`config.mk`:
```
export PLATFORM = sky130hd
export DESIGN_NAME = pcc_bridge
export DESIGN_NICKNAME = d
export VERILOG_FILES = /design/src/verilog/pcc_pkg.sv /design/src/verilog/pcc_txn_if.sv /design/src/verilog/pcc_pci_seq.sv /design/src/verilog/pcc_bridge.sv
export SDC_FILE = /design/constraint.sdc
export NUM_CORES = 1
export LEC_CHECK = 0
export BUFFER_PORTS_ARGS = -buffer_cell sky130_fd_sc_hd__buf_4
export CAP_MARGIN = 10
export CORE_ASPECT_RATIO = 0.9
export CORE_MARGIN = 5
export CORE_UTILIZATION = 50
export CTS_CLUSTER_SIZE = 30
export DETAILED_ROUTE_END_ITERATION = 10
export PLACE_DENSITY_LB_ADDON = 0.15
export RECOVER_POWER = 50
export SYNTH_ARGS = -nofsm -noshare
export SYNTH_HDL_FRONTEND = slang
export SYNTH_HIERARCHICAL = 1
export SYNTH_SLANG_ARGS = --single-unit
```
`constraint.sdc`:
```
create_clock -name clock -period 4.1 [get_ports clock]
set_input_delay 0.41 -clock clock [delete_from_list [all_inputs] [get_ports clock]]
set_output_delay 0.41 -clock clock [all_outputs]
set_load 0.02 [all_outputs]
```
`src/verilog/pcc_pkg.sv`:
```
// constants for the pci configuration cycle generator
// assumes a host i/o port on the bridge clock and a transaction-level pci master port
package pcc_pkg;
  localparam logic [15:0] ADDR_PORT = 16'h0cf8;
  localparam logic [15:0] DATA_PORT = 16'h0cfc;
  localparam logic [31:0] TARGET_SELECT_RESET = 32'h0000_0000;
  localparam logic [3:0] BE_DWORD = 4'hf;
  // target select word fields
  localparam int GATE_BIT = 31;
  localparam int BUS_HI = 23;
  localparam int BUS_LO = 16;
  localparam int DEV_HI = 15;
  localparam int DEV_LO = 11;
  localparam int FN_HI = 10;
  localparam int FN_LO = 8;
  localparam int REG_HI = 7;
  localparam int REG_LO = 2;
  localparam logic [31:0] WRITABLE_MASK = 32'h80ff_fffc;
  localparam logic [7:0] OWN_BUS = 8'h00;
  localparam logic [4:0] SPECIAL_DEV = 5'h1f;
  localparam logic [2:0] SPECIAL_FN = 3'h7;
  localparam logic [5:0] SPECIAL_REG = 6'h00;
  localparam logic [1:0] TYPE0_CODE = 2'h0;
  localparam logic [1:0] TYPE1_CODE = 2'h1;
  // pci bus commands
  localparam logic [3:0] CMD_SPECIAL = 4'h1;
  localparam logic [3:0] CMD_IO_READ = 4'h2;
  localparam logic [3:0] CMD_IO_WRITE = 4'h3;
  localparam logic [3:0] CMD_CFG_READ = 4'ha;
  localparam logic [3:0] CMD_CFG_WRITE = 4'hb;
  // hard-coded broadcast messages
  localparam logic [31:0] MSG_SHUTDOWN = 32'h0000_0000;
  localparam logic [31:0] MSG_HALT = 32'h0000_0001;
endpackage : pcc_pkg

```
`src/verilog/pcc_txn_if.sv`:
```
// request/answer carrier between the bridge decoder and the pci sequencer
// assumes both ends on the same clock; req is a one-cycle pulse
`timescale 1ns/100ps
`default_nettype none
interface pcc_txn_if;
  logic req;
  logic [3:0] cmd;
  logic [31:0] addr;
  logic [3:0] be;
  logic [31:0] wdata;
  logic done;
  logic [31:0] rdata;
  modport issuer (output req, output cmd, output addr, output be, output wdata,
    input done, input rdata);
  modport runner (input req, input cmd, input addr, input be, input wdata,
    output done, output rdata);
endinterface : pcc_txn_if
`default_nettype wire

```
`src/verilog/pcc_pci_seq.sv`:
```
// pci master sequencer: holds one transaction on the pci port until the bus answers
// assumes pci_done comes from same-clock logic and pulses once per transaction
`timescale 1ns/100ps
`default_nettype none
module pcc_pci_seq (
  input wire logic clock,
  input wire logic reset,
  pcc_txn_if.runner txn,
  output logic pci_valid,
  output logic [3:0] pci_cmd,
  output logic [31:0] pci_addr,
  output logic [3:0] pci_be,
  output logic [31:0] pci_wdata,
  input wire logic pci_done,
  input wire logic [31:0] pci_rdata
);
  logic next_pci_valid;
  logic [3:0] next_pci_cmd;
  logic [31:0] next_pci_addr;
  logic [3:0] next_pci_be;
  logic [31:0] next_pci_wdata;
  logic done_q;
  logic next_done_q;
  logic [31:0] rdata_q;
  logic [31:0] next_rdata_q;

  always_comb
  begin
    next_pci_valid = pci_valid;
    next_pci_cmd = pci_cmd;
    next_pci_addr = pci_addr;
    next_pci_be = pci_be;
    next_pci_wdata = pci_wdata;
    next_done_q = 1'b0;
    next_rdata_q = rdata_q;
    if (!pci_valid && txn.req)
    begin
      next_pci_valid = 1'b1;
      next_pci_cmd = txn.cmd;
      next_pci_addr = txn.addr;
      next_pci_be = txn.be;
      next_pci_wdata = txn.wdata;
    end
    else if (pci_valid && pci_done)
    begin
      next_pci_valid = 1'b0;
      next_done_q = 1'b1;
      next_rdata_q = pci_rdata;
    end
  end

  always_ff @(posedge clock)
  begin
    if (reset)
    begin
      pci_valid <= 1'b0;
      pci_cmd <= 4'h0;
      pci_addr <= 32'h0000_0000;
      pci_be <= 4'h0;
      pci_wdata <= 32'h0000_0000;
      done_q <= 1'b0;
      rdata_q <= 32'h0000_0000;
    end
    else
    begin
      pci_valid <= next_pci_valid;
      pci_cmd <= next_pci_cmd;
      pci_addr <= next_pci_addr;
      pci_be <= next_pci_be;
      pci_wdata <= next_pci_wdata;
      done_q <= next_done_q;
      rdata_q <= next_rdata_q;
    end
  end

  assign txn.done = done_q;
  assign txn.rdata = rdata_q;
endmodule : pcc_pci_seq
`default_nettype wire

```
`src/verilog/pcc_bridge.sv`:
```
// host i/o to pci configuration and special cycle bridge
// assumes io_req is a one-cycle pulse, at most one request outstanding
`timescale 1ns/100ps
`default_nettype none
module pcc_bridge (
  input wire logic clock,
  input wire logic reset,
  input wire logic io_req,
  input wire logic io_write,
  input wire logic [15:0] io_addr,
  input wire logic [3:0] io_be,
  input wire logic [31:0] io_wdata,
  output logic io_ready,
  output logic [31:0] io_rdata,
  input wire logic halt_req,
  input wire logic shutdown_req,
  output logic pci_valid,
  output logic [3:0] pci_cmd,
  output logic [31:0] pci_addr,
  output logic [3:0] pci_be,
  output logic [31:0] pci_wdata,
  input wire logic pci_done,
  input wire logic [31:0] pci_rdata
);
  typedef enum logic [1:0] {
    ST_IDLE = 2'b01,
    ST_WAIT = 2'b10
  } pcc_state_e;

  pcc_state_e state;
  pcc_state_e next_state;
  logic [31:0] cfg_target_select;
  logic [31:0] next_cfg_target_select;
  logic halt_pend;
  logic next_halt_pend;
  logic shut_pend;
  logic next_shut_pend;
  logic next_io_ready;
  logic [31:0] next_io_rdata;
  logic reply_pend;
  logic next_reply_pend;

  pcc_txn_if txn ();

  ////////////////////////////////////////////////////////////////////////////
  // address word decoding

  // one-hot idsel on ad[31:11]; devices above 20 get no select line
  function automatic logic [31:0] cfg_address(input logic [31:0] sel);
    logic [31:0] a;
    logic [4:0] dev;
    a = 32'h0000_0000;
    dev = sel[pcc_pkg::DEV_HI:pcc_pkg::DEV_LO];
    if (sel[pcc_pkg::BUS_HI:pcc_pkg::BUS_LO] == pcc_pkg::OWN_BUS)
    begin
      if (dev < 5'h15)
        a[32'd11 + {27'h0, dev}] = 1'b1;
      a[pcc_pkg::FN_HI:pcc_pkg::FN_LO] = sel[pcc_pkg::FN_HI:pcc_pkg::FN_LO];
      a[pcc_pkg::REG_HI:pcc_pkg::REG_LO] = sel[pcc_pkg::REG_HI:pcc_pkg::REG_LO];
      a[1:0] = pcc_pkg::TYPE0_CODE;
    end
    else
    begin
      a[pcc_pkg::BUS_HI:pcc_pkg::REG_LO] = sel[pcc_pkg::BUS_HI:pcc_pkg::REG_LO];
      a[1:0] = pcc_pkg::TYPE1_CODE;
    end
    return a;
  endfunction : cfg_address

  // special-cycle code as the host must write it
  function automatic logic is_special(input logic [31:0] sel);
    return sel[pcc_pkg::GATE_BIT]
      && sel[pcc_pkg::DEV_HI:pcc_pkg::DEV_LO] == pcc_pkg::SPECIAL_DEV
      && sel[pcc_pkg::FN_HI:pcc_pkg::FN_LO] == pcc_pkg::SPECIAL_FN
      && sel[pcc_pkg::REG_HI:pcc_pkg::REG_LO] == pcc_pkg::SPECIAL_REG;
  endfunction : is_special

  logic cfg_cycle_gate;
  logic hit_addr_word;
  logic hit_data_win;
  assign cfg_cycle_gate = cfg_target_select[pcc_pkg::GATE_BIT];
  assign hit_addr_word = io_addr == pcc_pkg::ADDR_PORT && io_be == pcc_pkg::BE_DWORD;
  assign hit_data_win = io_addr == pcc_pkg::DATA_PORT && cfg_cycle_gate;

  ////////////////////////////////////////////////////////////////////////////
  // request steering

  always_comb
  begin
    next_state = state;
    next_cfg_target_select = cfg_target_select;
    next_halt_pend = halt_pend;
    next_shut_pend = shut_pend;
    next_io_ready = 1'b0;
    next_io_rdata = io_rdata;
    next_reply_pend = reply_pend;
    txn.req = 1'b0;
    txn.cmd = pcc_pkg::CMD_IO_READ;
    txn.addr = {16'h0000, io_addr};
    txn.be = io_be;
    txn.wdata = io_wdata;
    unique case (state)
      ST_IDLE:
      begin
        if (io_req && hit_addr_word)
        begin
          // address word answers locally in one cycle
          next_io_ready = 1'b1;
          if (io_write)
            next_cfg_target_select = io_wdata & pcc_pkg::WRITABLE_MASK;
          else
            next_io_rdata = cfg_target_select;
        end
        else if (io_req)
        begin
          txn.req = 1'b1;
          next_reply_pend = 1'b1;
          next_state = ST_WAIT;
          if (!hit_data_win)
            txn.cmd = io_write ? pcc_pkg::CMD_IO_WRITE : pcc_pkg::CMD_IO_READ;
          else if (io_write && is_special(cfg_target_select)
            && cfg_target_select[pcc_pkg::BUS_HI:pcc_pkg::BUS_LO] == pcc_pkg::OWN_BUS)
          begin
            txn.cmd = pcc_pkg::CMD_SPECIAL;
            txn.addr = 32'h0000_0000;
          end
          else
          begin
            // special code on another bus becomes a type 1 write, bridges convert it
            txn.cmd = io_write ? pcc_pkg::CMD_CFG_WRITE : pcc_pkg::CMD_CFG_READ;
            txn.addr = cfg_address(cfg_target_select);
          end
        end
        else if (halt_pend || shut_pend)
        begin
          // processor requests wait behind host i/o; no reply goes back
          txn.req = 1'b1;
          txn.cmd = pcc_pkg::CMD_SPECIAL;
          txn.addr = 32'h0000_0000;
          txn.be = pcc_pkg::BE_DWORD;
          txn.wdata = halt_pend ? pcc_pkg::MSG_HALT : pcc_pkg::MSG_SHUTDOWN;
          next_halt_pend = 1'b0;
          next_shut_pend = halt_pend ? shut_pend : 1'b0;
          next_reply_pend = 1'b0;
          next_state = ST_WAIT;
        end
      end
      ST_WAIT:
      begin
        if (txn.done)
        begin
          next_state = ST_IDLE;
          next_reply_pend = 1'b0;
          next_io_ready = reply_pend;
          if (reply_pend)
            next_io_rdata = txn.rdata;
        end
      end
    endcase
    // a new request in the cycle its flag clears is kept
    if (halt_req)
      next_halt_pend = 1'b1;
    if (shutdown_req)
      next_shut_pend = 1'b1;
  end

  always_ff @(posedge clock)
  begin
    if (reset)
    begin
      state <= ST_IDLE;
      cfg_target_select <= pcc_pkg::TARGET_SELECT_RESET;
      halt_pend <= 1'b0;
      shut_pend <= 1'b0;
      io_ready <= 1'b0;
      io_rdata <= 32'h0000_0000;
      reply_pend <= 1'b0;
    end
    else
    begin
      state <= next_state;
      cfg_target_select <= next_cfg_target_select;
      halt_pend <= next_halt_pend;
      shut_pend <= next_shut_pend;
      io_ready <= next_io_ready;
      io_rdata <= next_io_rdata;
      reply_pend <= next_reply_pend;
    end
  end

  ////////////////////////////////////////////////////////////////////////////
  // pci master

  pcc_pci_seq u_seq (
    .clock(clock),
    .reset(reset),
    .txn(txn.runner),
    .pci_valid(pci_valid),
    .pci_cmd(pci_cmd),
    .pci_addr(pci_addr),
    .pci_be(pci_be),
    .pci_wdata(pci_wdata),
    .pci_done(pci_done),
    .pci_rdata(pci_rdata)
  );
endmodule : pcc_bridge
`default_nettype wire

```
==> results of run 1 <==
cell usage after synthesis (7+ instances only):
library cell	n
sky130_fd_sc_hd__and2_1	32
sky130_fd_sc_hd__nor3_1	7
sky130_fd_sc_hd__nand2_1	19
sky130_fd_sc_hd__a21bo_1	27
sky130_fd_sc_hd__buf_6	9
sky130_fd_sc_hd__buf_2	18
sky130_fd_sc_hd__nand2b_1	79
sky130_fd_sc_hd__o22ai_1	23
sky130_fd_sc_hd__clkbuf_1	53
sky130_fd_sc_hd__mux2i_1	23
sky130_fd_sc_hd__o21ai_1	70
sky130_fd_sc_hd__a211oi_1	8
sky130_fd_sc_hd__dfxtp_1	167
sky130_fd_sc_hd__a21oi_2	30
sky130_fd_sc_hd__nor2_1	45
sky130_fd_sc_hd__o21a_1	7
sky130_fd_sc_hd__o21ai_0	13
sky130_fd_sc_hd__buf_4	12
sky130_fd_sc_hd__a21oi_1	43
sky130_fd_sc_hd__nand3_1	35
sky130_fd_sc_hd__a22o_1	10
sky130_fd_sc_hd__a211oi_2	17
sky130_fd_sc_hd__nand4bb_1	72
per-layer routing:
layer  share of wire  track usage  vias to the layer above
met5               0            0                        -
met4           0.017      0.07524                        0
met3           0.066      0.05746                       31
met2            0.44       0.3494                      259
met1            0.47       0.3488                     3346
li1                -            -                     3509
cell families (layout without fill, tap and decap cells):
logic type | Yosys count | after routing | share of synthesized area
and+or+nand+nor | 332 | 332 | 0.2759
other | 1 | 1 | 0.0004491
buffers and inverters | 99 | 245 | 0.06069
xor gates and xnor gates | 1 | 1 | 0.001049
muxes | 23 | 23 | 0.02757
AOI/OAI and AO/OA | 272 | 272 | 0.2339
DFF | 167 | 167 | 0.4004
flip-flops by register name, summed over array words and instances, names as in the netlist, 2 cells and up:
signal	count
io_rdata	32
u_seq/txn.rdata	32
u_seq/pci_be	4
u_seq/pci_addr	32
state	2
u_seq/pci_wdata	32
cfg_target_select	23
u_seq/pci_cmd	4
cells in the final DEF, fill, tap and decap left out, types with 27 or more instances in the layout:
master                      netlist  final
sky130_fd_sc_hd__nand3_1         35     35
sky130_fd_sc_hd__a21oi_1         43     51
sky130_fd_sc_hd__a21bo_1         27     27
sky130_fd_sc_hd__nor2_1          45     44
sky130_fd_sc_hd__dfxtp_1        167    166
sky130_fd_sc_hd__o21ai_1         70     70
sky130_fd_sc_hd__clkbuf_1        53    107
sky130_fd_sc_hd__nand2b_1        79     79
sky130_fd_sc_hd__nand4bb_1       72     72
sky130_fd_sc_hd__and2_1          32     32
sky130_fd_sc_hd__buf_4           12    100
metrics by stage:
step	instance area (um^2)	power [uW]	util	cells	worst slack [ps]
floorplan	8349	2115	-	895	2017
global placement	9703	2319	0.5975	1216	1362
detailed placement	9703	2321	0.5975	1216	1387
CTS	10330	4003	0.6361	1248	1361
global route	9899	4082	0.6096	1248	1131
finish	9899	3938	0.6096	1248	1287
final cells by class:
| cell class | count | area [um^2] |
|---|---|---|
| Fill cell | 1524 | 6341 |
| Multi-Input combinational cell | 629 | 4487 |
| Sequential cell | 167 | 3344 |
| Timing Repair Buffer | 207 | 1160 |
| Clock buffer | 22 | 484.2 |
| Tap cell | 207 | 259.0 |
| Clock inverter | 10 | 142.6 |
| Inverter | 6 | 22.52 |
worst paths after layout:
path | slack, ps | cells after the start | end
worst max-delay path | 1290 | 1 | pci_valid
worst min-delay path | 200 | 3 | halt_pend
worst max register to register | 1310 | 8 | u_seq/pci_addr[2]
worst min register to register | 450 | 2 | io_rdata[1]
power breakdown:
group / switching, uW / leakage (uW) / internal (uW)
Combinational: 294 / 0.00170 / 212
Sequential: 57.5 / 0.00136 / 1690
Clock: 663 / 0.000303 / 1030
Total: 1010 / 0.00336 / 2920
==> qor.tcl, run 1 <==
set qor(outcome) {finished, violations left}
set qor(failed_checks) {max-capacitance violations, max-slew violations}
set qor(detailed_place_hpwl_um) 15890
set qor(grt_max_degree) 196
set qor(endpoint_kind) {output port}
set qor(die_w_um) 146.2
set qor(criticalPathCategory) {flip-flop to output port}
set qor(core.rowCount) 44
set qor(cts.hold.buffers_added) 0
set qor(hold-worst-slack_ps) 196.0
set qor(timing.clock.skew_ps) 11.03
set qor(syn_nets) 986
set qor(holdCritStartpoint) {halt_req}
set qor(synth_top_cell_area_share) 0.4004
set qor(synth-seq-area-share) 0.4004
set qor(crit_required_ps) 3690
set qor(cts_buffers) 17
set qor(initialDrtViolationCount) 572
set qor(fmaxAchievable_ghz) 0.3555
set qor(ys_async_sr_fraction) 0
set qor(drt_pass1_iterations) 5
set qor(final-setup-viol-count) 0
set qor(max_stage_delay_ps) 1600
set qor(worst_path_max_delay_cell) {sky130_fd_sc_hd__dfxtp_2}
set qor(cap_violations) 1
set qor(power_density_nw_per_um2) 397.8
set qor(routed_antenna_nets) 0
set qor(floorplan.io_pins) 197
set qor(netlist_area_um2) 8349
set qor(cts.root.buffer_cell) {sky130_fd_sc_hd__clkbuf_16}
set qor(placement.io_buffers) 196
set qor(max_slew.worst_pin.slew_ps) 1951
set qor(core_area_um2) 16240
set qor(clock_sink_count) 167
set qor(rsz0062_at_grt) {false}
set qor(synth_area_per_cell_um2) 9.329
set qor(via_count) 7145
set qor(die_h_um) 132.6
set qor(peakVddDrop_v) 0.0003090
set qor(post-synth-top-area-cell) {sky130_fd_sc_hd__dfxtp_1}
set qor(cell_family_contributing_the_most_delay_on_the_critical_path) {flip-flops}
set qor(grt_first_pass_wirelength_um) 37960
set qor(rr_startpoint) {cfg_target_select[20]}
set qor(areaGrowthSynthToFinish_pct) 18.57
set qor(timing.final.crit_share) 0.6861
set qor(worst_setup_path_startpoint) {u_seq/pci_valid}
set qor(power.leakage_uw) 0.003361
set qor(wl_per_cell_um) 19.33
set qor(synth_cell_types) 57
set qor(maxSlewHeadroom) -0.3004
set qor(h-tree-depth) 4
set qor(drt_wl_total_um) 24130
set qor(fin_setup_tns_ps) 0
set qor(synth.yosys.warnings) 6
set qor(gp_congestion) 0.8870
set qor(crit_arrival_ps) 2400
set qor(crit_path_start_kind) {flip-flop}
set qor(post-cts-setup-buffers) 0
set qor(post_drt_via_cell_ratio) 5.725
set qor(quantity_of_gates_resized_following_cts) 0
set qor(tritoncts) {yes}
set qor(max-clock-path-buffers) 2
set qor(layout_min_cycle_time_ps) 2813
set qor(hold_class) {input pin to flip-flop}
set qor(clk_pin_slew_worst_paths_ps) 60
set qor(critical_path.max_fanout) 108
set qor(synthFlopType) {sky130_fd_sc_hd__dfxtp_1}
set qor(finalHoldViolCount) 0
set qor(drc) 0
set qor(grt_remaining_overflow) 0
set qor(timing_max_transition_violations_final) 109
set qor(number_of_global_route_vias_before_repair) 6793
set qor(design.die.area_um2) 19390
set qor(antenna_violations_before_repair) 0
set qor(effective_utilization_at_floorplan) 0.5141
set qor(global_route_usage_sum) 0.2395
set qor(synth_cells) 895
set qor(worst_path_cell_chain) {buf_4}
set qor(layout_cell_share_with_drive_strength_beyond_1) 0.1892
set qor(flop_and_latch_count_out_of_synthesis) 167
set qor(crit_buf_inv) 1
set qor(synth-edff-count) 0
set qor(post_synth_main_area_contributors) {sky130_fd_sc_hd__dfxtp_1, sky130_fd_sc_hd__nand4bb_1, sky130_fd_sc_hd__nand2b_1, sky130_fd_sc_hd__o21ai_1, sky130_fd_sc_hd__a21bo_1}
set qor(design.final.nets) 1119
set qor(clkLatencyLatePin_ps) 430
set qor(antenna_cells_inserted) 0
Power figures use the tool's default switching activity.
==> run 2: changes to the inputs <==
==> constraint.sdc (replaced) <==
create_clock -name clock -period 2.7 [get_ports clock]
set_input_delay 0.27 -clock clock [delete_from_list [all_inputs] [get_ports clock]]
set_output_delay 0.27 -clock clock [all_outputs]
set_load 0.02 [all_outputs]
==> run 2 against run 1 <==
  * The flow now finishes without violations
  * Clock power increased by 34%
  * Worst hold slack worse by 120 ps
  * Combinational power up 61%
  * Setup slack worse by 970 ps
  * First-iteration DRC count fell by 1.9%
  * Sequential cell count did not move
  * Via count is 3.3% higher
==> qor.tcl, run 2 (same netlist as run 1, synthesis figures left out) <==
set qor(endpoint_kind) {flip-flop}
set qor(fmaxAchievable_ghz) 0.4197
set qor(timing.final.crit_share) 0.8824
set qor(drt_wl_total_um) 24860 ;# +3.0%
set qor(detailed_place_hpwl_um) 16730 ;# +5.3%
set qor(h-tree-depth) 4 ;# unchanged
set qor(die_w_um) 146.2 ;# unchanged
set qor(floorplan.io_pins) 197 ;# unchanged
set qor(antenna_cells_inserted) 0 ;# unchanged
set qor(clock_sink_count) 167 ;# unchanged
set qor(criticalPathCategory) {flip-flop to flip-flop}
set qor(crit_arrival_ps) 2680 ;# +280 ps
set qor(crit_required_ps) 3000 ;# -690 ps
set qor(critical_path.max_fanout) 33 ;# -69%
set qor(fin_setup_tns_ps) 0 ;# unchanged
set qor(cts.root.buffer_cell) {sky130_fd_sc_hd__clkbuf_16}
set qor(number_of_global_route_vias_before_repair) 7003 ;# +3.1%
set qor(crit_path_start_kind) {flip-flop}
set qor(design.die.area_um2) 19390 ;# unchanged
set qor(timing_max_transition_violations_final) 0 ;# -100%
set qor(clkLatencyLatePin_ps) 420 ;# about the same
set qor(core.rowCount) 44 ;# unchanged
set qor(core_area_um2) 16240 ;# unchanged
set qor(postLayoutCellArea_um2) 10030 ;# +1.3%
set qor(commonest_cells_after_routing_fill_and_taps_aside) {sky130_fd_sc_hd__dfxtp_1, sky130_fd_sc_hd__buf_4, sky130_fd_sc_hd__clkbuf_1, sky130_fd_sc_hd__nand2b_1, sky130_fd_sc_hd__nand4bb_1}
set qor(final-setup-viol-count) 0 ;# unchanged
set qor(grt_remaining_overflow) 0 ;# unchanged
set qor(max-clock-path-buffers) 2 ;# unchanged
set qor(mostFrequentLayoutCell) {sky130_fd_sc_hd__dfxtp_1}
set qor(drc) 0 ;# unchanged
set qor(finalHoldViolCount) 0 ;# unchanged
set qor(initialDrtViolationCount) 561 ;# -1.9%
set qor(maxSlewHeadroom) 0.03387 ;# +0.3343
set qor(grt_max_degree) 140 ;# -29%
set qor(max_slew.worst_pin.slew_ps) 1449 ;# -501.4 ps
set qor(peakVddDrop_v) 0.0004651 ;# +51%
set qor(fillCellCount) 1521 ;# -0.20%
set qor(effective_utilization_at_floorplan) 0.5141 ;# unchanged
set qor(antenna_violations_before_repair) 0 ;# unchanged
set qor(power.leakage_uw) 0.003454 ;# +2.8%
set qor(clk_pin_slew_worst_paths_ps) 60 ;# about the same
set qor(total_cell_area_at_the_placement_stage_um2) 9926 ;# +2.3%
set qor(via_count) 7383 ;# +3.3%
set qor(cts_buffers) 17 ;# unchanged
set qor(areaGrowthSynthToFinish_pct) 20.14
set qor(global_route_usage_sum) 0.2460 ;# +0.006521
set qor(hold_class) {input pin to flip-flop}
set qor(routed_antenna_nets) 0 ;# unchanged
set qor(die_h_um) 132.6 ;# unchanged
set qor(outcome) {finished, final reports clean}
set qor(rsz0062_at_grt) {false}
set qor(design.final.nets) 1142 ;# +2.1%
set qor(cap_violations) 0 ;# -1
set qor(gp_congestion) 0.9669 ;# +9.0%
set qor(placement.io_buffers) 196 ;# unchanged
set qor(layout_min_cycle_time_ps) 2383
set qor(post_drt_via_cell_ratio) 5.813 ;# +1.5%
set qor(tritoncts) {yes}
set qor(power_density_nw_per_um2) 567.5 ;# +43%
set qor(timing.clock.skew_ps) 9.915 ;# -1.116 ps
set qor(layout_cell_share_with_drive_strength_beyond_1) 0.2051 ;# +0.01584
set qor(grt_first_pass_wirelength_um) 38790 ;# +2.2%
set qor(wl_per_cell_um) 19.57 ;# +1.2%
set qor(drt_pass1_iterations) 5 ;# unchanged
[run 2: cell type report]
cell class                      count  area, um^2  area share
Timing Repair Buffer              230        1374      0.1370
Tap cell                          207       259.0     0.02582
Sequential cell                   167        3347      0.3337
Clock inverter                      8       75.07    0.007484
Multi-Input combinational cell    629        4496      0.4482
Inverter                            6       22.52    0.002245
Clock buffer                       23       457.9     0.04565
[run 2: path summary, 6_finish.rpt]
path	startpoint	to	slack, ps	cells past startpoint
worst min register to register	u_seq/txn.rdata[0]	io_rdata[0]	450	2
worst max register to register	state[0]	u_seq/pci_wdata[27]	320	6
worst min-delay path	halt_req	halt_pend	70	3
worst max-delay path	state[0]	u_seq/pci_wdata[27]	320	6
[run 2: routing by layer]
metal  routed length, um  up-vias  global-route usage
li1                    -     3566                   -
met1               11350     3503              0.3465
met2               11050      284              0.3736
met3                2011       30             0.06601
met4                 441        0             0.06635
met5                   0        -                   0
[run 2: worst max-delay path: stages, from the launching register on]
cell,delay (ps)
sky130_fd_sc_hd__dfxtp_1,380
sky130_fd_sc_hd__nor2b_1,300
sky130_fd_sc_hd__o21ai_0,220
sky130_fd_sc_hd__nor2_4,120
sky130_fd_sc_hd__nor2b_4,720
sky130_fd_sc_hd__buf_4,390
sky130_fd_sc_hd__o21ai_1,110
[run 2: repair_timing]
item,4_1_cts,5_1_grt
hold buffers,0,0
setup buffers,0,0
gates resized for setup,0,1
hold endpoints to repair,0,0
setup endpoints to repair,0,4
[run 2: through the flow]
step / instances / util / setup WS (ps) / hold WS, ps / total power (uW)
finish: 1270 / 0.6176 / 317.4 / 73.52 / 5693
global route: 1270 / 0.6176 / 142.9 / 50.99 / 5902
CTS: 1270 / 0.6440 / 168.6 / 54.06 / 5791
detailed placement: 1239 / 0.6112 / 200.8 / 439.4 / 3548
global placement: 1239 / 0.6112 / 264.6 / 436.4 / 3543
floorplan: 895 / - / 670.9 / 387.4 / 3211
[run 2: report_power, final]
group,internal (uW),switching [uW],total [uW]
Clock,1290,973,2260
Sequential,2560,58.9,2620
Combinational,335,482,816
Total,4180,1510,5690
